==> src/hdl/amep_pkg.sv <==
package amep_pkg;

   // time bases
   localparam int CLK_PERIOD_NS    = 20;
   localparam int DELAY_STEP_NS    = 2_000_000;
   localparam int QUIET_STEP_NS    = 1_000_000_000;
   localparam int DELAY_STEP_CYCLES = DELAY_STEP_NS / CLK_PERIOD_NS;
   localparam int QUIET_STEP_CYCLES = QUIET_STEP_NS / CLK_PERIOD_NS;

   ////////////////////////////////////////////////////////////////////////
   // register indices; byte address = 4 * index
   localparam int             ADDR_W           = 8;
   localparam logic [5:0]     IDX_LOWG_DELAY   = 6'h22;
   localparam logic [5:0]     IDX_LOWG_LEVEL   = 6'h23;
   localparam logic [5:0]     IDX_HYST_MODE    = 6'h24;
   localparam logic [5:0]     IDX_HIGHG_DELAY  = 6'h25;
   localparam logic [5:0]     IDX_HIGHG_LEVEL  = 6'h26;
   localparam logic [5:0]     IDX_DURATIONS    = 6'h27;
   localparam logic [5:0]     IDX_ANY_LEVEL    = 6'h28;
   localparam logic [5:0]     IDX_QUIET_LEVEL  = 6'h29;
   localparam logic [5:0]     IDX_CTRL         = 6'h30;
   localparam logic [5:0]     IDX_STATUS       = 6'h31;
   localparam logic [5:0]     IDX_ENABLE       = 6'h32;
   localparam logic [5:0]     IDX_CLEAR        = 6'h33;

   // reset values
   localparam logic [7:0]     RST_LOWG_DELAY   = 8'h09;
   localparam logic [7:0]     RST_LOWG_LEVEL   = 8'h30;
   localparam logic [7:0]     RST_HYST_MODE    = 8'h81;
   localparam logic [7:0]     RST_HIGHG_DELAY  = 8'h0F;
   localparam logic [7:0]     RST_HIGHG_LEVEL  = 8'hC0;
   localparam logic [7:0]     RST_DURATIONS    = 8'h00;
   localparam logic [7:0]     RST_ANY_LEVEL    = 8'h14;
   localparam logic [7:0]     RST_QUIET_LEVEL  = 8'h14;
   localparam logic [7:0]     RST_CTRL         = 8'h00;
   localparam logic [3:0]     RST_EVENTS       = 4'h0;

   // field positions
   localparam int             LOWG_LEVEL_WO_BIT = 7;
   localparam int             HIGHG_HYST_LSB   = 6;
   localparam int             LOWG_MODE_BIT    = 2;
   localparam int             LOWG_HYST_LSB    = 0;
   localparam int             QUIET_DUR_LSB    = 2;
   localparam int             ANY_DUR_LSB      = 0;
   localparam int             CTRL_RANGE_LSB   = 0;
   localparam int             CTRL_QSEL_BIT    = 2;
   localparam logic [7:0]     CTRL_MASK        = 8'h07;

   // event bits
   localparam int             EV_LOWG          = 0;
   localparam int             EV_HIGHG         = 1;
   localparam int             EV_ANY           = 2;
   localparam int             EV_QUIET         = 3;
   localparam int             NUM_EV           = 4;

   // sample lsb: 7.81/8 mg at 2 g, doubling per range
   localparam logic [2:0]     LOWG_LEVEL_SHIFT = 3'd3;
   localparam logic [2:0]     LOWG_HYST_SHIFT  = 3'd7;
   localparam logic [2:0]     HIGHG_LEVEL_SHIFT = 3'd3;
   localparam logic [2:0]     HIGHG_HYST_SHIFT = 3'd7;
   localparam logic [2:0]     SLOPE_LEVEL_SHIFT = 3'd2;

   // no-motion seconds coding
   localparam logic [8:0]     QUIET_MID_BASE   = 9'h014;
   localparam logic [8:0]     QUIET_HIGH_BASE  = 9'h058;

   localparam logic [1:0]     RESP_OKAY        = 2'b00;
   localparam logic [1:0]     RESP_SLVERR      = 2'b10;

   typedef enum logic [1:0] {
      AMEP_RANGE_2G  = 2'b00,
      AMEP_RANGE_4G  = 2'b01,
      AMEP_RANGE_8G  = 2'b10,
      AMEP_RANGE_16G = 2'b11
   } amep_range_t;

endpackage : amep_pkg
==> src/hdl/amep_motion.sv <==
// Function
// - low-g level is the 8-bit level field times 7.81 mg, 0 to 1.992 g
// - low-g hysteresis is the 2-bit field times 125 mg in every range
// - low-g mode 0 checks each axis, mode 1 checks the axis sum
// - high-g hysteresis is field times 125/250/500/1000 mg by range
// - high-g must persist (delay field + 1) times 2 ms before event
// - high-g level is field times 7.81/15.63/31.25/62.5 mg by range
// - slow-motion fires after (quiet duration low two bits + 1) slopes above level
// - no-motion fires after quiet time in seconds from coded duration
// - any-motion fires after (slope duration + 1) slopes above level
// - any-motion level is field times 3.91/7.81/15.63/31.25 mg by range
// - reset gives high-g delay of 32 ms and low-g level of 375 mg
// - low-g must persist (low delay field + 1) times 2 ms before event
// - quiet-motion level is field times 3.91/7.81/15.63/31.25 mg by range
`timescale 1ns/1ps
`default_nettype none
module amep_motion
   import amep_pkg::*;
#(
   parameter int DELAY_CYCLES = DELAY_STEP_CYCLES,
   parameter int SECOND_CYCLES = QUIET_STEP_CYCLES
) (
   // clock, reset, enable
   input  wire logic              clk,
   input  wire logic              arst_n,
   input  wire logic              ce,
   // acceleration samples, two's complement
   input  wire logic              sample_valid,
   input  wire logic [11:0]       acc_x,
   input  wire logic [11:0]       acc_y,
   input  wire logic [11:0]       acc_z,
   // axi4-lite write address
   input  wire logic              s_axi_awvalid,
   output logic                   s_axi_awready,
   input  wire logic [ADDR_W-1:0] s_axi_awaddr,
   // axi4-lite write data
   input  wire logic              s_axi_wvalid,
   output logic                   s_axi_wready,
   input  wire logic [31:0]       s_axi_wdata,
   input  wire logic [3:0]        s_axi_wstrb,
   // axi4-lite write response
   output logic                   s_axi_bvalid,
   input  wire logic              s_axi_bready,
   output logic [1:0]             s_axi_bresp,
   // axi4-lite read address
   input  wire logic              s_axi_arvalid,
   output logic                   s_axi_arready,
   input  wire logic [ADDR_W-1:0] s_axi_araddr,
   // axi4-lite read data
   output logic                   s_axi_rvalid,
   input  wire logic              s_axi_rready,
   output logic [31:0]            s_axi_rdata,
   output logic [1:0]             s_axi_rresp,
   // events and interrupt
   output logic [NUM_EV-1:0]      motion_event,
   output logic                   irq
);

   function automatic logic [12:0] mag13(input logic signed [12:0] v);
      mag13 = v[12] ? 13'(-v) : 13'(v);
   endfunction : mag13

   function automatic logic reg_mapped(input logic [5:0] idx);
      unique case (idx)
         IDX_LOWG_DELAY, IDX_LOWG_LEVEL, IDX_HYST_MODE, IDX_HIGHG_DELAY,
         IDX_HIGHG_LEVEL, IDX_DURATIONS, IDX_ANY_LEVEL, IDX_QUIET_LEVEL,
         IDX_CTRL, IDX_STATUS, IDX_ENABLE, IDX_CLEAR: reg_mapped = 1'b1;
         default: reg_mapped = 1'b0;
      endcase
   endfunction : reg_mapped

   ////////////////////////////////////////////////////////////////////////
   // register file
   logic [7:0]        lowg_delay;
   logic [7:0]        lowg_level_reg;
   logic [7:0]        hyst_mode;
   logic [7:0]        highg_delay;
   logic [7:0]        highg_level_reg;
   logic [7:0]        durations;
   logic [7:0]        any_level_reg;
   logic [7:0]        quiet_level_reg;
   logic [7:0]        ctrl;
   logic [NUM_EV-1:0] status;
   logic [NUM_EV-1:0] enable;

   logic              aw_held;
   logic              w_held;
   logic [5:0]        aw_idx;
   logic [7:0]        w_byte;
   logic              w_lane0;
   logic              wr_fire;
   logic              wr_en;
   logic [NUM_EV-1:0] clr;

   assign s_axi_awready = !aw_held && !s_axi_bvalid;
   assign s_axi_wready  = !w_held && !s_axi_bvalid;
   assign wr_fire       = aw_held && w_held && !s_axi_bvalid;
   assign wr_en         = wr_fire && w_lane0 && reg_mapped(aw_idx);
   assign clr           = (wr_en && aw_idx == IDX_CLEAR) ?
                          w_byte[NUM_EV-1:0] : '0;

   // address and data taken in either order
   always_ff @(posedge clk or negedge arst_n) begin
      if (!arst_n) begin
         aw_held      <= 1'b0;
         w_held       <= 1'b0;
         aw_idx       <= '0;
         w_byte       <= '0;
         w_lane0      <= 1'b0;
         s_axi_bvalid <= 1'b0;
         s_axi_bresp  <= RESP_OKAY;
      end else if (ce) begin
         if (s_axi_awvalid && s_axi_awready) begin
            aw_held <= 1'b1;
            aw_idx  <= s_axi_awaddr[7:2];
         end
         if (s_axi_wvalid && s_axi_wready) begin
            w_held  <= 1'b1;
            w_byte  <= s_axi_wdata[7:0];
            w_lane0 <= s_axi_wstrb[0];
         end
         if (wr_fire) begin
            aw_held      <= 1'b0;
            w_held       <= 1'b0;
            s_axi_bvalid <= 1'b1;
            s_axi_bresp  <= reg_mapped(aw_idx) ? RESP_OKAY : RESP_SLVERR;
         end else if (s_axi_bvalid && s_axi_bready) begin
            s_axi_bvalid <= 1'b0;
         end
      end
   end

   always_ff @(posedge clk or negedge arst_n) begin
      if (!arst_n) begin
         lowg_delay      <= RST_LOWG_DELAY;
         lowg_level_reg  <= RST_LOWG_LEVEL;
         hyst_mode       <= RST_HYST_MODE;
         highg_delay     <= RST_HIGHG_DELAY;
         highg_level_reg <= RST_HIGHG_LEVEL;
         durations       <= RST_DURATIONS;
         any_level_reg   <= RST_ANY_LEVEL;
         quiet_level_reg <= RST_QUIET_LEVEL;
         ctrl            <= RST_CTRL;
         enable          <= RST_EVENTS;
      end else if (ce && wr_en) begin
         unique case (aw_idx)
            IDX_LOWG_DELAY:  lowg_delay      <= w_byte;
            IDX_LOWG_LEVEL:  lowg_level_reg  <= w_byte;
            IDX_HYST_MODE:   hyst_mode       <= w_byte;
            IDX_HIGHG_DELAY: highg_delay     <= w_byte;
            IDX_HIGHG_LEVEL: highg_level_reg <= w_byte;
            IDX_DURATIONS:   durations       <= w_byte;
            IDX_ANY_LEVEL:   any_level_reg   <= w_byte;
            IDX_QUIET_LEVEL: quiet_level_reg <= w_byte;
            IDX_CTRL:        ctrl            <= w_byte & CTRL_MASK;
            IDX_ENABLE:      enable          <= w_byte[NUM_EV-1:0];
            default: ;
         endcase
      end
   end

   // low-g level bit 7 is write-only, reads zero
   function automatic logic [7:0] read_mux(input logic [5:0] idx);
      logic [7:0] lvl_rd;
      lvl_rd = lowg_level_reg;
      lvl_rd[LOWG_LEVEL_WO_BIT] = 1'b0;
      unique case (idx)
         IDX_LOWG_DELAY:  read_mux = lowg_delay;
         IDX_LOWG_LEVEL:  read_mux = lvl_rd;
         IDX_HYST_MODE:   read_mux = hyst_mode;
         IDX_HIGHG_DELAY: read_mux = highg_delay;
         IDX_HIGHG_LEVEL: read_mux = highg_level_reg;
         IDX_DURATIONS:   read_mux = durations;
         IDX_ANY_LEVEL:   read_mux = any_level_reg;
         IDX_QUIET_LEVEL: read_mux = quiet_level_reg;
         IDX_CTRL:        read_mux = ctrl;
         IDX_STATUS:      read_mux = 8'(status);
         IDX_ENABLE:      read_mux = 8'(enable);
         default:         read_mux = 8'h00;
      endcase
   endfunction : read_mux

   assign s_axi_arready = !s_axi_rvalid;

   always_ff @(posedge clk or negedge arst_n) begin
      if (!arst_n) begin
         s_axi_rvalid <= 1'b0;
         s_axi_rdata  <= 32'h0000_0000;
         s_axi_rresp  <= RESP_OKAY;
      end else if (ce) begin
         if (s_axi_arvalid && s_axi_arready) begin
            s_axi_rvalid <= 1'b1;
            s_axi_rdata  <= {24'h000000, read_mux(s_axi_araddr[7:2])};
            s_axi_rresp  <= reg_mapped(s_axi_araddr[7:2]) ?
                            RESP_OKAY : RESP_SLVERR;
         end else if (s_axi_rvalid && s_axi_rready) begin
            s_axi_rvalid <= 1'b0;
         end
      end
   end

   ////////////////////////////////////////////////////////////////////////
   // levels in sample lsb, from the current range
   amep_range_t range;
   logic [2:0]  rsh;
   logic [13:0] lo_lvl;
   logic [13:0] lo_hy;
   logic [13:0] hi_lvl;
   logic [13:0] hi_hy;
   logic [13:0] any_lvl;
   logic [13:0] quiet_lvl;
   logic        qsel;

   assign range = amep_range_t'(ctrl[CTRL_RANGE_LSB +: 2]);
   assign rsh   = {1'b0, range};
   assign qsel  = ctrl[CTRL_QSEL_BIT];
   // g-fixed quantities shrink in lsb as the range widens
   assign lo_lvl = {6'h00, lowg_level_reg} << (LOWG_LEVEL_SHIFT - rsh);
   assign lo_hy  = {12'h000, hyst_mode[LOWG_HYST_LSB +: 2]}
                   << (LOWG_HYST_SHIFT - rsh);
   // range-scaled quantities are fixed in lsb
   assign hi_lvl = {6'h00, highg_level_reg} << HIGHG_LEVEL_SHIFT;
   assign hi_hy  = {12'h000, hyst_mode[HIGHG_HYST_LSB +: 2]}
                   << HIGHG_HYST_SHIFT;
   assign any_lvl   = {6'h00, any_level_reg} << SLOPE_LEVEL_SHIFT;
   assign quiet_lvl = {6'h00, quiet_level_reg} << SLOPE_LEVEL_SHIFT;

   ////////////////////////////////////////////////////////////////////////
   // per-axis magnitude and slope
   logic [11:0] axis [3];
   logic [11:0] prev [3];
   logic [12:0] mag  [3];
   logic [12:0] dlt  [3];
   logic        have_prev;

   assign axis[0] = acc_x;
   assign axis[1] = acc_y;
   assign axis[2] = acc_z;

   genvar gi;
   generate
      for (gi = 0; gi < 3; gi++) begin : g_axis
         assign mag[gi] = mag13({axis[gi][11], axis[gi]});
         assign dlt[gi] = mag13(13'({axis[gi][11], axis[gi]}
                          - {prev[gi][11], prev[gi]}));
         always_ff @(posedge clk or negedge arst_n) begin
            if (!arst_n) begin
               prev[gi] <= 12'h000;
            end else if (ce && sample_valid) begin
               prev[gi] <= axis[gi];
            end
         end
      end
   endgenerate

   logic [13:0] mag_sum;
   logic [13:0] lo_band;
   logic [13:0] hi_band;
   logic        lo_active;
   logic        hi_active;
   logic        lo_hit;
   logic        hi_hit;
   logic        any_hit;
   logic        quiet_hit;

   assign mag_sum = 14'(mag[0]) + 14'(mag[1]) + 14'(mag[2]);
   // hysteresis widens the band while the condition holds
   assign lo_band = lo_active ? 14'(lo_lvl + lo_hy) : lo_lvl;
   assign hi_band = !hi_active ? hi_lvl :
                    (hi_lvl > hi_hy) ? 14'(hi_lvl - hi_hy) : 14'h0000;
   assign lo_hit  = hyst_mode[LOWG_MODE_BIT] ? (mag_sum < lo_band) :
                    ((14'(mag[0]) < lo_band) && (14'(mag[1]) < lo_band) &&
                     (14'(mag[2]) < lo_band));
   assign hi_hit  = (14'(mag[0]) > hi_band) || (14'(mag[1]) > hi_band) ||
                    (14'(mag[2]) > hi_band);
   assign any_hit = (14'(dlt[0]) > any_lvl) || (14'(dlt[1]) > any_lvl) ||
                    (14'(dlt[2]) > any_lvl);
   assign quiet_hit = (14'(dlt[0]) > quiet_lvl) ||
                      (14'(dlt[1]) > quiet_lvl) ||
                      (14'(dlt[2]) > quiet_lvl);

   // condition flags refreshed per sample
   logic still;
   always_ff @(posedge clk or negedge arst_n) begin
      if (!arst_n) begin
         lo_active <= 1'b0;
         hi_active <= 1'b0;
         have_prev <= 1'b0;
         still     <= 1'b0;
      end else if (ce && sample_valid) begin
         lo_active <= lo_hit;
         hi_active <= hi_hit;
         have_prev <= 1'b1;
         still     <= have_prev && !quiet_hit;
      end
   end

   ////////////////////////////////////////////////////////////////////////
   // slope counters saturate: one event per run
   logic [2:0] any_cnt;
   logic [2:0] slow_cnt;
   logic [2:0] any_need;
   logic [2:0] slow_need;
   logic       any_ev;
   logic       slow_ev;

   assign any_need  = {1'b0, durations[ANY_DUR_LSB +: 2]} + 3'd1;
   assign slow_need = {1'b0, durations[QUIET_DUR_LSB +: 2]} + 3'd1;

   always_ff @(posedge clk or negedge arst_n) begin
      if (!arst_n) begin
         any_cnt <= 3'd0;
         any_ev  <= 1'b0;
      end else if (ce) begin
         any_ev <= 1'b0;
         if (sample_valid && have_prev) begin
            if (!any_hit) begin
               any_cnt <= 3'd0;
            end else if (any_cnt != any_need) begin
               any_cnt <= any_cnt + 3'd1;
               any_ev  <= (any_cnt + 3'd1 == any_need);
            end
         end
      end
   end

   always_ff @(posedge clk or negedge arst_n) begin
      if (!arst_n) begin
         slow_cnt <= 3'd0;
         slow_ev  <= 1'b0;
      end else if (ce) begin
         slow_ev <= 1'b0;
         if (qsel) begin
            slow_cnt <= 3'd0;
         end else if (sample_valid && have_prev) begin
            if (!quiet_hit) begin
               slow_cnt <= 3'd0;
            end else if (slow_cnt != slow_need) begin
               slow_cnt <= slow_cnt + 3'd1;
               slow_ev  <= (slow_cnt + 3'd1 == slow_need);
            end
         end
      end
   end

   ////////////////////////////////////////////////////////////////////////
   // persistence timers
   logic [8:0] lo_target;
   logic [8:0] hi_target;
   logic [8:0] nomo_target;
   logic       lo_ev;
   logic       hi_ev;
   logic       nomo_ev;
   logic [5:0] qdur;

   assign lo_target = {1'b0, lowg_delay} + 9'h001;
   assign hi_target = {1'b0, highg_delay} + 9'h001;
   assign qdur      = durations[QUIET_DUR_LSB +: 6];
   assign nomo_target = qdur[5] ? ({1'b0, qdur[4:0], 3'b000}
                                   + QUIET_HIGH_BASE) :
                        qdur[4] ? ({3'b000, qdur[3:0], 2'b00}
                                   + QUIET_MID_BASE) :
                        ({5'h00, qdur[3:0]} + 9'h001);

   amep_persist #(.TICK_CYCLES(DELAY_CYCLES)) u_lowg_timer (
      .clk    (clk),
      .arst_n (arst_n),
      .ce     (ce),
      .cond   (lo_active),
      .target (lo_target),
      .fire   (lo_ev)
   );

   amep_persist #(.TICK_CYCLES(DELAY_CYCLES)) u_highg_timer (
      .clk    (clk),
      .arst_n (arst_n),
      .ce     (ce),
      .cond   (hi_active),
      .target (hi_target),
      .fire   (hi_ev)
   );

   amep_persist #(.TICK_CYCLES(SECOND_CYCLES)) u_nomo_timer (
      .clk    (clk),
      .arst_n (arst_n),
      .ce     (ce),
      .cond   (still && qsel),
      .target (nomo_target),
      .fire   (nomo_ev)
   );

   ////////////////////////////////////////////////////////////////////////
   // sticky status; an event beats a same-cycle clear
   logic [NUM_EV-1:0] ev;
   logic [NUM_EV-1:0] next_status;

   assign ev[EV_LOWG]  = lo_ev;
   assign ev[EV_HIGHG] = hi_ev;
   assign ev[EV_ANY]   = any_ev;
   assign ev[EV_QUIET] = slow_ev || nomo_ev;
   assign next_status  = (status & ~clr) | ev;

   always_ff @(posedge clk or negedge arst_n) begin
      if (!arst_n) begin
         status       <= RST_EVENTS;
         irq          <= 1'b0;
         motion_event <= RST_EVENTS;
      end else if (ce) begin
         status       <= next_status;
         irq          <= |(next_status & enable);
         motion_event <= ev;
      end
   end

endmodule : amep_motion
`default_nettype wire

==> src/hdl/amep_persist.sv <==
`timescale 1ns/1ps
`default_nettype none
module amep_persist #(
   parameter int TICK_CYCLES = 100000
) (
   // clock and reset
   input  wire logic       clk,
   input  wire logic       arst_n,
   input  wire logic       ce,
   // condition and duration in ticks
   input  wire logic       cond,
   input  wire logic [8:0] target,
   // pulse when cond held for target ticks
   output logic            fire
);
   localparam int PW = $clog2(TICK_CYCLES + 1);
   localparam logic [PW-1:0] PRE_LAST = PW'(TICK_CYCLES - 1);

   logic [PW-1:0] pre;
   logic [8:0]    ticks;
   logic          done;

   // a drop restarts the count: one fire per unbroken run
   always_ff @(posedge clk or negedge arst_n) begin
      if (!arst_n) begin
         pre   <= '0;
         ticks <= '0;
         done  <= 1'b0;
         fire  <= 1'b0;
      end else if (ce) begin
         fire <= 1'b0;
         if (!cond) begin
            pre   <= '0;
            ticks <= '0;
            done  <= 1'b0;
         end else if (!done) begin
            if (pre == PRE_LAST) begin
               pre   <= '0;
               ticks <= ticks + 9'h001;
               if (ticks + 9'h001 == target) begin
                  fire <= 1'b1;
                  done <= 1'b1;
               end
            end else begin
               pre <= pre + PW'(1);
            end
         end
      end
   end
endmodule : amep_persist
`default_nettype wire

==> config.mk <==
export PLATFORM = sky130hd
export DESIGN_NAME = amep_motion
export DESIGN_NICKNAME = d
export VERILOG_FILES = /design/src/hdl/amep_pkg.sv /design/src/hdl/amep_motion.sv /design/src/hdl/amep_persist.sv
export SDC_FILE = /design/constraint.sdc
export NUM_CORES = 1
export LEC_CHECK = 0
export BUFFER_PORTS_ARGS = -buffer_cell sky130_fd_sc_hd__clkbuf_2
export CAP_MARGIN = 20
export CORE_MARGIN = 5
export CORE_UTILIZATION = 35
export CTS_CLUSTER_SIZE = 25
export DETAILED_ROUTE_END_ITERATION = 8
export PLACE_DENSITY = 0.5
export SYNTH_ARGS = -nofsm -noshare
export SYNTH_HDL_FRONTEND = slang
export SYNTH_SLANG_ARGS = --single-unit
==> constraint.sdc <==
create_clock -name clk -period 4 [get_ports clk]
set_input_delay 0.4 -clock clk [delete_from_list [all_inputs] [get_ports clk]]
set_output_delay 0.4 -clock clk [all_outputs]
set_load 0.05 [all_outputs]
==> flow_summary.json <==
{
  "hpwl_mm": 48.9,
  "cts-htree-levels": 1,
  "fillers": 5643,
  "status": "complete, but fails checks",
  "synth_cell_types": 102,
  "setup_tns_ns": -1.29,
  "drt_wl_total_mm": 61.6,
  "rsz0062_at_grt": "yes",
  "powerDensity_mw_per_mm2": 437,
  "initial_core_util": 0.352,
  "cts_tree": "built",
  "synth_largest_area_cell": "dfrtp_1",
  "area_delta_synth_final_pct": 25.0,
  "tightest_slew_ns": 0.950,
  "final_antenna_net_count": 0,
  "skew_ns": 0.0267,
  "drv_slew": 0,
  "p_leak_nw": 11.7,
  "cp_max_fo": 4,
  "max_freq_mhz": 237,
  "first_global_vias": 17860,
  "post-route-worst-setup-slack_ns": -0.226,
  "grt_pass1_wl_mm": 98.5,
  "critPathMaxStageDelay_ns": 0.39,
  "min_period_ns": 4.23,
  "clock_sinks": 250,
  "critical_path.cell_chain": "ha_2 > fa_2 > nor2b_2 > o211ai_1 > a211oi_2 > a2bb2oi_2 > nor2b_1 > xor2_1 > buf_4 > buf_6 > ha_4 > nor2b_4 > o21a_1 > o21ai_1 > a21oi_1 > nor3_1 > nor2_1 > o32ai_2 > o221ai_2 > o21a_2 > a21o_1 > a22o_1",
  "gp_congestion": 0.878,
  "firstDrtPassIters": 5,
  "nets": 2941,
  "largest-register": "prev",
  "drive_above_1_share": 0.264,
  "diodes": 0,
  "insertion_delay_ns": 0.61,
  "start_kind": "flop",
  "syn_inst": 2246,
  "finalHoldViolCount": 0,
  "cts_buffers": 31,
  "irDropWorstVdd_mv": 0.349,
  "reg2reg_to": "slow_cnt[0]",
  "cts_root_buffer": "clkbuf_16",
  "ff_latch_area_mm2": 0.00628,
  "layout_common_cells": "buf_4 (330), dfrtp_1 (234), nand2_1 (211)",
  "synth_edf_count": 0,
  "vias": 17776,
  "crit_type": "flop to flop",
  "place_ws_ns": -0.797,
  "setup_viol": 9,
  "wl_per_cell_um": 18.0,
  "grt_use_total": 0.191,
  "drtIter0Drc": 938,
  "design.core.area_mm2": 0.0575,
  "dpl-instance-area_mm2": 0.0238,
  "layout_worst_path_cycle_share": 1.06,
  "synth_seq_area_share": 0.310,
  "layout_commonest_cell": "buf_4",
  "num_rows": 88,
  "path_buf_inv": 2,
  "holdPathStages": 2,
  "synthFlopType": "dfrtp_1",
  "cp_slowest_cell": "dfrtp_1",
  "antenna_found_initial": 0,
  "io_buffer_count": 85,
  "multiInputGateArea_mm2": 0.0135,
  "grt-ovfl-total": 0,
  "largest_register_ffs": 36,
  "cp-end-kind": "flop",
  "synth-seq-cells": 250,
  "synth_async_sr_flop_share": 1.00,
  "synth_top_area_share": 0.289,
  "syn_area_per_cell_um2": 9.02,
  "worstHoldStart": "s_axi_wdata[7]",
  "cts_buffer_depth": 3,
  "die_y_um": 251,
  "yosysWarnings": 0,
  "rr_worst_depth": 22,
  "crit_family": "compound AO/OA/AOI/OAI gates",
  "violations": "setup timing",
  "io_pins": 143,
  "syn_area_mm2": 0.0202,
  "required_ns": 4.48,
  "final-instance-count-excl-fill": 3422,
  "viasPerCell": 5.19,
  "grt_start_max_net_pins": 102,
  "dieWidth_um": 251,
  "holdPathEnd": "w_byte[7]",
  "drc_errors": 0,
  "maxSlewHeadroom": 0.365,
  "clk_pin_slew_ns": 0.06,
  "cap_violations": 0,
  "worstPathArrival_ns": 4.70,
  "r2r_setup_slack_ns": -0.23,
  "hp-class": "input port to flop",
  "synth_area_leaders": "dfrtp_1 (29%), ha_1 (12%), mux2_2 (5.8%)",
  "dieArea_mm2": 0.0628,
  "dp.cells": 3351,
  "reg_top3": "prev: 36 flops, u_nomo_timer.pre: 26 flops",
  "design_area_mm2": 0.0253,
  "p_total_mw": 11.1,
  "timing.rr.start": "prev[0]"
}
## metal layers
layer  track usage  vias up  wire length [µm]
met3        0.0214       95              1900
li1              -     8836                 -
met2         0.329      298             29700
met5             0        -                 0
met1         0.255     8547             28200
met4        0.0524        0              1850
## cells by family after synthesis
kind of cell	synth area share
buf+inv	0.0447
compound gates	0.165
simple gates	0.182
flops	0.310
mux	0.0782
other cells	0.000371
xor+xnor	0.0808
fa+ha+maj	0.138
## worst register-to-register path, stage by stage (launching register included)
cell,delay [ns]
dfrtp_1,0.39
ha_2,0.19
fa_2,0.35
nor2b_2,0.13
o211ai_1,0.15
a211oi_2,0.32
a2bb2oi_2,0.20
nor2b_1,0.07
xor2_1,0.14
buf_4,0.16
buf_6,0.12
ha_4,0.21
nor2b_4,0.12
o21a_1,0.16
o21ai_1,0.11
a21oi_1,0.07
nor3_1,0.17
nor2_1,0.07
o32ai_2,0.11
o221ai_2,0.20
o21a_2,0.28
a21o_1,0.18
a22o_1,0.22
## power breakdown
group          internal (mW)  leakage (nW)  switching, mW
Clock                   1.79         0.526           1.19
Combinational           2.38          7.98           2.50
Sequential              2.78          3.20          0.428
## cell usage after synthesis, types with 5 or more instances
master,instances
dfrtp_1,234
nand2_1,216
ha_1,193
o21ai_0,178
nor2_1,132
xnor2_1,118
inv_1,110
mux2_2,104
a21oi_1,93
nand3_1,69
xor2_1,67
clkbuf_1,62
nand4_1,44
nor2b_1,39
o31ai_1,38
nor3_1,36
a21o_1,34
and3_1,33
nand2b_1,33
mux2i_1,30
o21a_1,28
buf_4,26
a22o_1,20
a31oi_1,20
fa_1,19
o211ai_1,17
or3_1,17
dfstp_2,16
nor4_1,14
or4_1,13
a211oi_1,12
and2_1,11
nor3b_1,10
a22oi_1,8
o22ai_1,8
or2_2,8
buf_2,6
nor4b_1,6
a21boi_0,5
a221oi_1,5
and4_1,5
buf_1,5
mux4_2,5
o41ai_1,5
## how the worst max path moves through the flow
stage | slack, ns | endpoint | start | cells after the start
floorplan | -0.14 | lo_active | acc_x[1] | 22
global placement | -0.69 | slow_cnt[0] | acc_x[0] | 23
detailed placement | -0.80 | slow_cnt[0] | acc_x[0] | 23
CTS | -0.28 | any_cnt[0] | prev[0] | 22
global route | -0.47 | slow_cnt[0] | prev[24] | 22
finish | -0.23 | slow_cnt[0] | prev[0] | 22
## repair_timing
item                       CTS  global route
pin swaps                   34            17
buffers inserted             9             3
setup endpoints to repair   10            11
hold buffers                 1             0
gates cloned                 0             0
gates resized for setup     55            13
hold endpoints to repair    92             0
## through the flow
stage,util,hold WS [ns]
6_report,0.440,0.0380
5_1_grt,0.440,0.0197
4_1_cts,0.439,0.00722
3_5_place_dp,0.415,0.469
3_3_place_gp,0.415,0.470
2_1_floorplan,-,0.104
## layout make-up
cell class              count  area share
clock buffers              49      0.0369
inverters                 110      0.0168
multi-input cells        1812       0.534
flip-flops and latches    250       0.248
well taps                 765      0.0378
clock inverters             9     0.00559
repair buffers            427       0.121
Power figures use the tool's default switching activity.
